--- src/pkg/eim_regs.svh ---
// Register offsets, field positions and timing counts for the
// Ethernet interrupt and management register slice; included by its bare name.
`ifndef EIM_REGS_SVH
`define EIM_REGS_SVH

// Address decode: bits 6:4 pick the register, bits 3:2 the alias
`define EIM_ADDR_W        8
`define EIM_GRP_IRQ       3'h0
`define EIM_GRP_MASK      3'h1
`define EIM_GRP_MGWR      3'h2
`define EIM_GRP_MGRD      3'h3
`define EIM_GRP_SA0       3'h4
`define EIM_GRP_MADR      3'h5
`define EIM_GRP_CTRL      3'h6
`define EIM_AL_PLAIN      2'h0
`define EIM_AL_SET        2'h1
`define EIM_AL_CLEAR      2'h2
`define EIM_AL_FLIP       2'h3

// Interrupt flag positions
`define EIM_F_RXCMP       7
`define EIM_F_PEND        6
`define EIM_F_RXSEEN      5
`define EIM_F_UNUSED      4
`define EIM_F_TXCMP       3
`define EIM_F_TXABRT      2
`define EIM_F_RXDESC      1
`define EIM_F_RXOVF       0

// Control register bits and address field layout
`define EIM_C_DEC         0
`define EIM_C_RDGO        1
`define EIM_S_BUSY        0
`define EIM_MADR_PHY      12:8
`define EIM_MADR_REG      4:0

// AXI responses
`define EIM_RESP_OKAY     2'h0
`define EIM_RESP_SLVERR   2'h2

// Byte-strobe patterns that make a 16-bit or 32-bit access
`define EIM_STRB_LO       4'h3
`define EIM_STRB_HI       4'hc
`define EIM_STRB_ALL      4'hf

// Management frame layout
`define EIM_PREAMBLE      32'hffffffff
`define EIM_FR_START      2'h1
`define EIM_OP_WRITE      2'h1
`define EIM_OP_READ       2'h2
`define EIM_TA_WRITE      2'h2
`define EIM_TA_READ       2'h0
`define EIM_FR_BITS       7'd64
`define EIM_FR_LAST       7'd63
`define EIM_TA_BIT        7'd46

// Timing: clock period and management clock half period, in ns
`define EIM_CLK_NS        10
`define EIM_MDC_HALF_NS   200
`define EIM_MDC_HALF_CYC  (`EIM_MDC_HALF_NS / `EIM_CLK_NS)

`endif

--- src/pkg/eim_pkg.sv ---
// Types shared by the Ethernet interrupt and management register slice.
// Assumes eim_regs.svh supplies the numeric constants.
package eim_pkg;

  typedef enum logic [1:0] {
    EIM_MG_IDLE = 2'b01,
    EIM_MG_RUN  = 2'b10
  } eim_mg_st_t;

  typedef struct packed {
    logic             awready;
    logic             wready;
    logic             bvalid;
    logic [1:0]       bresp;
    logic             aw_have;
    logic [7:0]       awaddr;
    logic             w_have;
    logic [31:0]      wdata;
    logic [3:0]       wstrb;
    logic             arready;
    logic             rvalid;
    logic [1:0]       rresp;
    logic [31:0]      rdata;
    logic [7:0]       flags;
    logic [7:0]       mask;
    logic [15:0]      mg_wdata;
    logic [15:0]      mg_rdata;
    logic [15:0]      sa0;
    logic [15:0]      madr;
    logic [7:0]       count;
    eim_mg_st_t       mst;
    logic [5:0]       div;
    logic             mdc;
    logic [6:0]       bitcnt;
    logic [63:0]      tx;
    logic [15:0]      rx;
    logic             rd_op;
    logic             mdio_oe;
    logic             mdio_out;
    logic             mdio_s1;
    logic             mdio_s2;
    logic             irq;
  } eim_state_t;

endpackage : eim_pkg

--- src/verilog/eim_top.sv ---
// Ethernet interrupt flags, MII management data and low station address
// registers behind an AXI4-Lite slave, with the serial management engine.
// Assumes event strobes come from MAC logic on mclk_in, the factory address
// is a static value, and the management data pin is synchronised here.
//
// Summary of operation
// - Receive-complete flag, bit 7, sets on each error-free received frame.
// - Frame-waiting flag, bit 6, reflects nonzero pending count; direct writes ignored.
// - Receive-activity flag, bit 5, sets whenever frame data enters receive FIFO.
// - Transmit-complete flag, bit 3, sets when frame done and status written.
// - Transmit-aborted flag, bit 2, sets when the MAC abandons a frame.
// - Descriptor-missing flag, bit 1, sets on receive descriptor overrun.
// - Receive FIFO overrun flag, bit 0, sets on receive FIFO overflow.
// - Other flags clear only by reset, a plain write of zero, or writing one through clear or invert alias.
// - Writing management write data while idle starts a write cycle with held addresses.
// - Completed management read places PHY data in the read-data register.
// - Data and station registers take 32-bit and low 16-bit accesses; upper 16-bit and 8-bit ones ignored.
// - Upper sixteen bits of data and station registers read as zero.
// - Station register holds octet six in bits 15-8, five in 7-0.
// - Reset loads the station register from the factory address.
//
// Decided for this implementation: the placing of the registers and the AXI4-Lite slave port.
`timescale 1ns/100ps
`include "eim_regs.svh"

module eim_top
  import eim_pkg::*;
(
  input  wire logic        mclk_in,          // System clock, 100 MHz
  input  wire logic        rstn_in,          // Synchronous reset, active low
  input  wire logic [7:0]  s_axi_awaddr_in,  // Write address
  input  wire logic        s_axi_awvalid_in, // Write address valid
  output logic             s_axi_awready_out,// Write address ready
  input  wire logic [31:0] s_axi_wdata_in,   // Write data
  input  wire logic [3:0]  s_axi_wstrb_in,   // Write byte strobes
  input  wire logic        s_axi_wvalid_in,  // Write data valid
  output logic             s_axi_wready_out, // Write data ready
  output logic [1:0]       s_axi_bresp_out,  // Write response
  output logic             s_axi_bvalid_out, // Write response valid
  input  wire logic        s_axi_bready_in,  // Write response ready
  input  wire logic [7:0]  s_axi_araddr_in,  // Read address
  input  wire logic        s_axi_arvalid_in, // Read address valid
  output logic             s_axi_arready_out,// Read address ready
  output logic [31:0]      s_axi_rdata_out,  // Read data
  output logic [1:0]       s_axi_rresp_out,  // Read response
  output logic             s_axi_rvalid_out, // Read data valid
  input  wire logic        s_axi_rready_in,  // Read data ready
  input  wire logic        rx_done_in,       // Frame received without error
  input  wire logic        rx_data_wr_in,    // Frame data written to receive FIFO
  input  wire logic        tx_done_in,       // Frame sent and status stored
  input  wire logic        tx_abort_in,      // Outgoing frame abandoned
  input  wire logic        rx_desc_ovr_in,   // Receive descriptor overrun
  input  wire logic        rx_fifo_ovf_in,   // Receive FIFO overflow
  input  wire logic [15:0] sa_factory_in,    // Factory station address octets 6,5
  input  wire logic        mdio_in,          // Management data pin, input side
  output logic             mdio_out,         // Management data pin, output side
  output logic             mdio_oe_out,      // Management data pin drive enable
  output logic             mdc_out,          // Management data clock
  output logic             irq_out           // Interrupt, level, active high
);

  localparam logic [5:0] MDC_LAST = 6'(`EIM_MDC_HALF_CYC - 1);

  eim_state_t q;
  eim_state_t d;

  logic       wr_go;
  logic [2:0] wr_grp;
  logic [1:0] wr_al;
  logic       wr_map;
  logic       wr_lo;
  logic       sw_dec;
  logic       mw_start;
  logic       rd_start;
  logic       mg_done;
  logic [7:0] flags_vis;
  logic [7:0] ev;

  // Alias arithmetic shared by every register but the control register
  function automatic logic [15:0] alias_op(input logic [1:0]  al,
                                           input logic [15:0] old,
                                           input logic [15:0] val);
    logic [15:0] r;
    r = val;
    unique case (al)
      `EIM_AL_PLAIN: r = val;
      `EIM_AL_SET:   r = old | val;
      `EIM_AL_CLEAR: r = old & ~val;
      `EIM_AL_FLIP:  r = old ^ val;
    endcase
    return r;
  endfunction : alias_op

  // Write decode from the held address and strobes
  assign wr_go  = q.aw_have && q.w_have && !q.bvalid;
  assign wr_grp = q.awaddr[6:4];
  assign wr_al  = q.awaddr[3:2];
  assign wr_map = (q.awaddr[7] == 1'b0) && (wr_grp <= `EIM_GRP_CTRL);
  assign wr_lo  = (q.wstrb == `EIM_STRB_ALL) || (q.wstrb == `EIM_STRB_LO);
  assign sw_dec = wr_go && wr_map && (wr_grp == `EIM_GRP_CTRL) && q.wstrb[0]
                  && q.wdata[`EIM_C_DEC] && (q.count != 8'h00);
  assign mw_start = wr_go && wr_map && (wr_grp == `EIM_GRP_MGWR) && wr_lo
                    && (q.mst == EIM_MG_IDLE);
  assign rd_start = wr_go && wr_map && (wr_grp == `EIM_GRP_CTRL) && q.wstrb[0]
                    && q.wdata[`EIM_C_RDGO] && (q.mst == EIM_MG_IDLE) && !mw_start;
  assign mg_done  = (q.mst == EIM_MG_RUN) && (q.div == MDC_LAST) && q.mdc
                    && (q.bitcnt == `EIM_FR_LAST);

  // Frame-waiting flag follows the pending count, never stored
  always_comb
  begin
    flags_vis = q.flags;
    flags_vis[`EIM_F_PEND] = (q.count != 8'h00);
  end

  // Hardware events in flag order
  always_comb
  begin
    ev = 8'h00;
    ev[`EIM_F_RXCMP]  = rx_done_in;
    ev[`EIM_F_RXSEEN] = rx_data_wr_in;
    ev[`EIM_F_TXCMP]  = tx_done_in;
    ev[`EIM_F_TXABRT] = tx_abort_in;
    ev[`EIM_F_RXDESC] = rx_desc_ovr_in;
    ev[`EIM_F_RXOVF]  = rx_fifo_ovf_in;
  end

  // Next-state logic for the whole block
  always_comb
  begin
    logic [15:0] rd_val;
    logic [15:0] tmp;
    rd_val = 16'h0000;
    tmp    = 16'h0000;
    d      = q;

    // Input synchroniser for the management data pin
    d.mdio_s1 = mdio_in;
    d.mdio_s2 = q.mdio_s1;

    // Write address and data capture, in either order
    if (s_axi_awvalid_in && q.awready)
    begin
      d.aw_have = 1'b1;
      d.awaddr  = s_axi_awaddr_in;
    end
    if (s_axi_wvalid_in && q.wready)
    begin
      d.w_have = 1'b1;
      d.wdata  = s_axi_wdata_in;
      d.wstrb  = s_axi_wstrb_in;
    end
    if (q.bvalid && s_axi_bready_in)
      d.bvalid = 1'b0;

    // Register writes through plain and alias offsets
    if (wr_go)
    begin
      d.aw_have = 1'b0;
      d.w_have  = 1'b0;
      d.bvalid  = 1'b1;
      d.bresp   = wr_map ? `EIM_RESP_OKAY : `EIM_RESP_SLVERR;
      if (wr_map)
      begin
        unique case (wr_grp)
          `EIM_GRP_IRQ:
            if (q.wstrb[0])
            begin
              tmp = alias_op(wr_al, {8'h00, q.flags}, {8'h00, q.wdata[7:0]});
              d.flags = tmp[7:0];
            end
          `EIM_GRP_MASK:
            if (q.wstrb[0])
            begin
              tmp = alias_op(wr_al, {8'h00, q.mask}, {8'h00, q.wdata[7:0]});
              d.mask = tmp[7:0];
            end
          `EIM_GRP_MGWR:
            if (wr_lo)
              d.mg_wdata = alias_op(wr_al, q.mg_wdata, q.wdata[15:0]);
          `EIM_GRP_MGRD:
            if (wr_lo)
              d.mg_rdata = alias_op(wr_al, q.mg_rdata, q.wdata[15:0]);
          `EIM_GRP_SA0:
            if (wr_lo)
              d.sa0 = alias_op(wr_al, q.sa0, q.wdata[15:0]);
          `EIM_GRP_MADR:
            if (wr_lo)
              d.madr = alias_op(wr_al, q.madr, q.wdata[15:0]);
          default: ;
        endcase
      end
    end

    // Hardware events win over a clear in the same cycle
    d.flags = d.flags | ev;
    d.flags[`EIM_F_PEND]   = 1'b0;
    d.flags[`EIM_F_UNUSED] = 1'b0;

    // Pending frame count: up on each frame, saturating at 255, down on software decrement
    if (rx_done_in && !sw_dec && (q.count != 8'hff))
      d.count = q.count + 8'h01;
    else if (sw_dec && !rx_done_in)
      d.count = q.count - 8'h01;

    // Read channel: one read in flight
    if (s_axi_arvalid_in && q.arready)
    begin
      unique case (s_axi_araddr_in[6:4])
        `EIM_GRP_IRQ:  rd_val = {8'h00, flags_vis};
        `EIM_GRP_MASK: rd_val = {8'h00, q.mask};
        `EIM_GRP_MGWR: rd_val = q.mg_wdata;
        `EIM_GRP_MGRD: rd_val = q.mg_rdata;
        `EIM_GRP_SA0:  rd_val = q.sa0;
        `EIM_GRP_MADR: rd_val = q.madr;
        `EIM_GRP_CTRL: rd_val = {q.count, 7'h00, (q.mst == EIM_MG_RUN)};
        default:       rd_val = 16'h0000;
      endcase
      d.arready = 1'b0;
      d.rvalid  = 1'b1;
      d.rdata   = {16'h0000, rd_val};
      d.rresp   = (!s_axi_araddr_in[7] && (s_axi_araddr_in[6:4] <= `EIM_GRP_CTRL))
                  ? `EIM_RESP_OKAY : `EIM_RESP_SLVERR;
    end
    if (q.rvalid && s_axi_rready_in)
    begin
      d.rvalid  = 1'b0;
      d.arready = 1'b1;
    end

    // Management cycle start, write or read
    if (mw_start || rd_start)
    begin
      d.mst      = EIM_MG_RUN;
      d.div      = 6'h00;
      d.mdc      = 1'b0;
      d.bitcnt   = 7'h00;
      d.rd_op    = rd_start;
      d.tx       = {`EIM_PREAMBLE, `EIM_FR_START,
                    rd_start ? `EIM_OP_READ : `EIM_OP_WRITE,
                    q.madr[`EIM_MADR_PHY], q.madr[`EIM_MADR_REG],
                    rd_start ? `EIM_TA_READ : `EIM_TA_WRITE,
                    d.mg_wdata};
      d.mdio_oe  = 1'b1;
      d.mdio_out = 1'b1;
    end

    // Serial engine: drive on falling edge, sample on rising edge
    if (q.mst == EIM_MG_RUN)
    begin
      if (q.div == MDC_LAST)
      begin
        d.div = 6'h00;
        d.mdc = ~q.mdc;
        if (!q.mdc)
          d.rx = {q.rx[14:0], q.mdio_s2};
        else if (q.bitcnt == `EIM_FR_LAST)
        begin
          d.mst      = EIM_MG_IDLE;
          d.mdio_oe  = 1'b0;
          d.mdio_out = 1'b0;
          if (q.rd_op)
            d.mg_rdata = q.rx;
        end
        else
        begin
          d.tx       = {q.tx[62:0], 1'b0};
          d.bitcnt   = q.bitcnt + 7'h01;
          d.mdio_out = q.tx[62];
          d.mdio_oe  = !(q.rd_op && ((q.bitcnt + 7'h01) >= `EIM_TA_BIT));
        end
      end
      else
        d.div = q.div + 6'h01;
    end

    // Handshake readies and interrupt output
    d.awready = !d.aw_have && !d.bvalid;
    d.wready  = !d.w_have && !d.bvalid;
    d.irq     = |({d.flags[7:1], d.flags[0]} & d.mask) || ((d.count != 8'h00) && d.mask[`EIM_F_PEND]);

    // Synchronous reset, station address from factory value
    if (!rstn_in)
    begin
      d          = '0;
      d.mst      = EIM_MG_IDLE;
      d.awready  = 1'b1;
      d.wready   = 1'b1;
      d.arready  = 1'b1;
      d.sa0      = sa_factory_in;
    end
  end

  // State register
  always_ff @(posedge mclk_in)
  begin
    q <= d;
  end

  // Outputs straight from the state register
  assign s_axi_awready_out = q.awready;
  assign s_axi_wready_out  = q.wready;
  assign s_axi_bresp_out   = q.bresp;
  assign s_axi_bvalid_out  = q.bvalid;
  assign s_axi_arready_out = q.arready;
  assign s_axi_rdata_out   = q.rdata;
  assign s_axi_rresp_out   = q.rresp;
  assign s_axi_rvalid_out  = q.rvalid;
  assign mdio_out          = q.mdio_out;
  assign mdio_oe_out       = q.mdio_oe;
  assign mdc_out           = q.mdc;
  assign irq_out           = q.irq;
endmodule : eim_top

--- config.mk ---
export PLATFORM = sky130hd
export DESIGN_NAME = eim_top
export DESIGN_NICKNAME = d
export VERILOG_FILES = /design/src/pkg/eim_pkg.sv /design/src/verilog/eim_top.sv
export VERILOG_INCLUDE_DIRS = /design/src /design/src/pkg
export SDC_FILE = /design/constraint.sdc
export NUM_CORES = 1
export LEC_CHECK = 0
export BUFFER_PORTS_ARGS = -buffer_cell sky130_fd_sc_hd__buf_2
export CORE_MARGIN = 2
export CORE_UTILIZATION = 30
export CTS_CLUSTER_SIZE = 40
export DETAILED_ROUTE_END_ITERATION = 16
export HOLD_SLACK_MARGIN = 0.08
export PLACE_DENSITY = 0.45
export SYNTH_ARGS = -nofsm -noshare
export SYNTH_HDL_FRONTEND = slang
export SYNTH_SLANG_ARGS = --single-unit
--- constraint.sdc ---
create_clock -name mclk_in -period 3.3 [get_ports mclk_in]
set_input_delay 0.66 -clock mclk_in [delete_from_list [all_inputs] [get_ports mclk_in]]
set_output_delay 0.66 -clock mclk_in [all_outputs]
set_load 0.005 [all_outputs]
-- Word-level counts from Yosys, hierarchy flattened
Index checks and enable logic that the tools add are counted.
- register bits after elaboration: 261
- latch bits: 0
- memory bits (writable): 0
- memory bits (read-only): 0
- input port bits: 82
- output and inout bits: 45
- logic and storage cells: 194
- memories: 0
- add/subtract/negate cells: 4
- multiply operators: 0
- div/mod/pow operators: 0
- magnitude comparators: 3
- eq/ne operators: 26
- shift operators: 0
- muxes and demuxes: 53
- bitwise operators: 25
- reduce and logical (&&, ||, !) cells: 50
- operators with widths (kind ; number):
    16-bit one-hot mux with 4 select lines ; 4
    80-bit 2-to-1 mux ; 3
    16-bit 2-to-1 mux ; 14
    142-bit 2-to-1 mux ; 1
    71-bit 2-to-1 mux ; 2
    16-bit one-hot mux with 7 select lines ; 1
    96-bit 2-to-1 mux ; 1
    88-bit 2-to-1 mux ; 1
    16-bit AND ; 4
    16-bit OR ; 4
    8-bit one-hot mux with 4 select lines ; 2
    16-bit XOR ; 4
    8-bit 2-to-1 mux ; 6
    37-bit 2-to-1 mux ; 1
    1-bit logical AND ; 27
    8-bit AND ; 3
    8-bit OR ; 3
    2-bit 2-to-1 mux ; 11
    3-bit == test (second input constant) ; 6
    16-bit inverter ; 1
    8-bit nonzero test ; 2
    8-bit XOR ; 2
    3-bit by 2-bit == test with 1-bit output (second input constant) ; 4
    1-bit zero test ; 9
    30 further kinds ; 45

-- Longest topological paths before layout
- depth in word-level cells: 15
- mapped depth: 11
- mapped depth without buffers: 9

-- Worst setup path after synthesis
OpenSTA, ideal clock, no wires.
- path kind: reg2reg
- start: register q (netlist bit s_axi_bvalid_out)
- end: register q[126] in the netlist's numbering (enable)
- library setup time: 0.411 ns
- arrival: 2.014 ns
- required time: 2.889 ns
- path slack: 0.875 ns
- stages on the path, launching flop included: 4
- buffers on the path: 0
- period minus slack after synthesis: 2.425 ns
- path through: dfxtp_1 -> and4bb_4 -> nand4_1 -> o21ai_0
- cells in the longest elaborated chain, start to end: 4
- RTL lines (what ; line ; text):
    start: declaration ; eim_top.sv:64 ; eim_state_t q;
    start signal: assignment ; eim_top.sv:297 ; q <= d;
    1-bit zero test ; eim_top.sv:95 ; assign wr_go = q.aw_have && q.w_have && !q.bvalid;
    1-bit logical AND ; eim_top.sv:95 ;
    2-bit by 1-bit inequality test with 1-bit output (no source line) ; - ;
    4-bit AND reduction (no source line) ; - ;
No other way between the ends.
A chain may end at the register's enable or synchronous reset.

-- Worst setup path after layout
- start: register q[269] in the netlist's numbering
- end: register q (netlist bit irq_out)
- cells in the longest elaborated chain, start to end: 14
- elaborated cells on any way between the ends: 26
- those cells by class: order compare: 1; eq/ne: 2; mux: 6; bitwise: 2; reduce/logical: 15
- RTL lines (what ; line ; text):
    3-bit less-or-equal comparator (no source line) ; - ;
    1-bit logical AND ; eim_top.sv:98 ; assign wr_map = (q.awaddr[7] == 1'b0) && (wr_grp <= `EIM_GRP_CTRL);
    1-bit logical AND (5 in series) ; eim_top.sv:100 ; assign sw_dec = wr_go && wr_map && (wr_grp == `EIM_GRP_CTRL) && q.wstrb[0]
    1-bit zero test ; eim_top.sv:201 ; if (rx_done_in && !sw_dec && (q.count != 8'hff))
    1-bit logical AND (2 in series) ; eim_top.sv:201 ;
    8-bit 2-to-1 mux ; eim_top.sv:201 ;
    8-bit nonzero test ; eim_top.sv:280 ; d.irq = |({d.flags[7:1], d.flags[0]} & d.mask) || ((d.count != 8'h00) && d.mask[`EIM_F_PEND]);
    1-bit logical AND ; eim_top.sv:280 ;
    1-bit logical OR (*) ; eim_top.sv:280 ;
Every way passes the cells marked *; elsewhere a longest branch is shown, timed or not. The select of a mux whose other input is x is not followed.

==> impl_metrics.toml <==
[placement]
placedCellCount = 2554
io_buffers = 86
dp_hpwl_mm = 32.9
gp_congestion = 0.861

[floorplanning]
num_io_pins = 127
core_area_sq_um = 49200
die-area_sq_um = 51800
start_util = 0.305
row_count = 81
die_h_um = 228
die_w_um = 228

[clock_tree]
clk_pin_slew_worst_paths_ns = 0.06
cts_resized = 0
cts_inserted_buffers = 30
holdBufCountCts = 0
ctsHtreeMaxLevel = 1
cts_tree = "yes"
clk_root_buffer_cell = "clkbuf_16"
clock_latency_ns = 0.57
cts_num_sinks = 238
post_cts_buffers = 0
clk_path_buf_depth = 3

[routing]
ant_nets = 0
wl_per_cell_um = 18.0
via_per_inst = 5.08
vias = 13300
drt_iter0_drc = 870
wirelength_mm = 46.9
first_pass_iters = 5
drc = 0

[critical_path]
worstPathMaxFanout = 8
r2r-start = "q[269]$_SDFFE_PN0P_"
r2r_cells = 7
r2r_slack_ns = 0.54
r2r-end = "irq_out$_SDFF_PN0_"
crit_arrival_ns = 3.19
endpoint_kind = "flip-flop"
critPathKind = "flip-flop to flip-flop"
cp.required_ns = 3.72
startpoint_type = "flip-flop"

[synthesis]
async_reset_ff_frac = 0
ys_ff_latch = 238
yosys_most_used_dff = "dfxtp_1"
synth_area_per_cell_sq_um = 7.83
yosys.area.top_type = "dfxtp_1"
yosysWarnings = 0
seq_area_frac_synth = 0.328
yosysUniqueCellTypes = 83
synth_edf_count = 16
yosysMostFrequentCell = "nor2_1"
synth.top_cell.area_share = 0.296
yosys-top-cells-count = "256 x nor2_1, 222 x dfxtp_1, 201 x nand2_1, 179 x o21ai_0, 172 x a21oi_1"
syn_area_sq_um = 15000
postSynthCellCount = 1916
synthTopCellsByArea = "dfxtp_1 30%, ha_1 14%, nor2_1 6.4%"

[timing]
min_period_ns = 2.76
tightest_slew_ns = 0.971
slew_violations = 0
hold_viol_final = 0
rsz0062_at_grt = "false"
setup_viol = 0
tns_ns = 0
finalCritPeriodShare = 0.837
fin_worst_skew_ns = 0.0141
max_freq_ghz = 0.362
slew_headroom = 0.348

[pwr]
irDropWorstVdd_uv = 311
powerDensity_nw_per_um2 = 432
leakage_nw = 6.38

[grt]
overflow = 0
track_usage = 0.180
grt_pass1_vias = 12200
grt_max_degree = 87
grt_pass1_wl_mm = 72.6
antenna_found_initial = 0

[cells_and_area]
fin_cells = 2610
drive_gt1_frac = 0.123
nFillCells = 5209
fin_nets = 2166
area_growth_pct = 12.9

[min_path]
hold_path.class = "primary input to flip-flop"
min_from = "mdio_in"
timing.hold.worst_endpoint = "q[2]$_SDFF_PN0_"
min_path_cells = 2

[run_status]
status = "finished clean"

[flow_run]
drv_cap = 0
==> report_power, final <==
group          total (W)  switching, W  internal, W
clock network    0.00341       0.00134      0.00207
logic           0.000858      0.000573     0.000285
registers        0.00305     0.0000819      0.00297
==> logic make-up (layout without fill, tap and decap cells) <==
| family | after synthesis | after routing | share of synthesized area |
|---|---|---|---|
| simple gates | 618 | 618 | 0.182 |
| other cells | 1 | 19 | 0.000250 |
| xor+xnor | 6 | 6 | 0.00401 |
| buf+inv | 301 | 313 | 0.0928 |
| flops | 238 | 238 | 0.328 |
| compound gates | 560 | 560 | 0.235 |
| mux | 30 | 30 | 0.0226 |
| fa+ha+maj | 162 | 162 | 0.135 |
==> critical path, cell delays in order, from the launching register on <==
cell	delay, ns
dfxtp_1	0.47
and4b_2	0.33
and2_1	0.49
a31oi_4	0.21
a2111oi_2	0.40
a211o_1	0.16
nor4bb_1	0.44
o31ai_1	0.11
==> routing by layer <==
metal | track usage | vias to the layer above | share of wire | wire length [um]
li1 | - | 6629 | - | -
met1 | 0.268 | 6322 | 0.50 | 23600
met2 | 0.279 | 265 | 0.43 | 20200
met3 | 0.0194 | 53 | 0.051 | 2390
met4 | 0.0409 | 0 | 0.017 | 786
met5 | 0 | - | 0 | 0
==> placed cells by master (no fill, tap or decap), types with 5 or more instances in the layout <==
| cell type | n |
|---|---|
| nor2_1 | 253 |
| dfxtp_1 | 220 |
| nand2_1 | 201 |
| o21ai_0 | 178 |
| a21oi_1 | 172 |
| ha_1 | 162 |
| inv_1 | 122 |
| buf_2 | 86 |
| a211oi_1 | 74 |
| nor3_1 | 42 |
| buf_4 | 42 |
| o211ai_1 | 38 |
| clkbuf_16 | 35 |
| nand3_1 | 32 |
| mux2i_1 | 26 |
| conb_1 | 18 |
| nor2b_1 | 17 |
| edfxtp_1 | 16 |
| a211oi_2 | 15 |
| and2_1 | 11 |
| a31oi_1 | 11 |
| a311oi_1 | 10 |
| nand4_1 | 9 |
| a222oi_1 | 9 |
| clkbuf_1 | 9 |
| nand2b_1 | 8 |
| a22o_1 | 7 |
| buf_12 | 7 |
| or3_1 | 6 |
| o22ai_1 | 6 |
| and3_1 | 5 |
| a22oi_1 | 5 |
==> worst max path at each step <==
stage | cells after the start | slack [ns] | endpoint | startpoint
2_1_floorplan | 3 | 0.87 | q[126]$_DFFE_PP_ | s_axi_bvalid_out$_SDFF_PN0_
3_3_place_gp | 7 | 0.52 | irq_out$_SDFF_PN0_ | q[269]$_SDFFE_PN0P_
3_5_place_dp | 7 | 0.55 | irq_out$_SDFF_PN0_ | q[269]$_SDFFE_PN0P_
4_1_cts | 7 | 0.52 | irq_out$_SDFF_PN0_ | q[269]$_SDFFE_PN0P_
5_1_grt | 7 | 0.43 | irq_out$_SDFF_PN0_ | q[269]$_SDFFE_PN0P_
6_report | 7 | 0.54 | irq_out$_SDFF_PN0_ | q[269]$_SDFFE_PN0P_
==> cell type report <==
type / count / area [sq um] / area share
multi-input combinational: 1394 / 8770 / 0.519
clock inverter: 7 / 63.8 / 0.00377
inverter: 123 / 467 / 0.0276
clock buffer: 48 / 965 / 0.0570
timing repair buffer: 135 / 886 / 0.0524
antenna: 1 / 2.50 / 0.000148
sequential: 238 / 4930 / 0.292
tap: 664 / 831 / 0.0491
==> state kept, by name (all words and copies together), names as in the netlist <==
| signal | flops |
|---|---|
| s_axi_rdata_out | 16 |
| irq_out | 1 |
| s_axi_wready_out | 1 |
| s_axi_rvalid_out | 1 |
| q | 205 |
| flags_vis | 6 |
| s_axi_rresp_out | 1 |
| s_axi_bresp_out | 1 |
| mdc_out | 1 |
| s_axi_awready_out | 1 |
| s_axi_arready_out | 1 |
| mdio_out | 1 |
| s_axi_bvalid_out | 1 |
| mdio_oe_out | 1 |
==> stage by stage <==
step                      worst slack, ns  instance area [sq um]   util  hold WS, ns  power, W
after floorplan                     0.875                  15100      -        0.412   0.00368
after global placement              0.524                  15900  0.323        0.446   0.00395
after detailed placement            0.546                  15900  0.323        0.423   0.00397
after CTS                           0.525                  16900  0.344        0.274   0.00743
after global routing                0.431                  16900  0.344        0.305   0.00766
final                               0.537                  16900  0.344        0.311   0.00731
No activity file was read; power rests on OpenSTA's default activity.
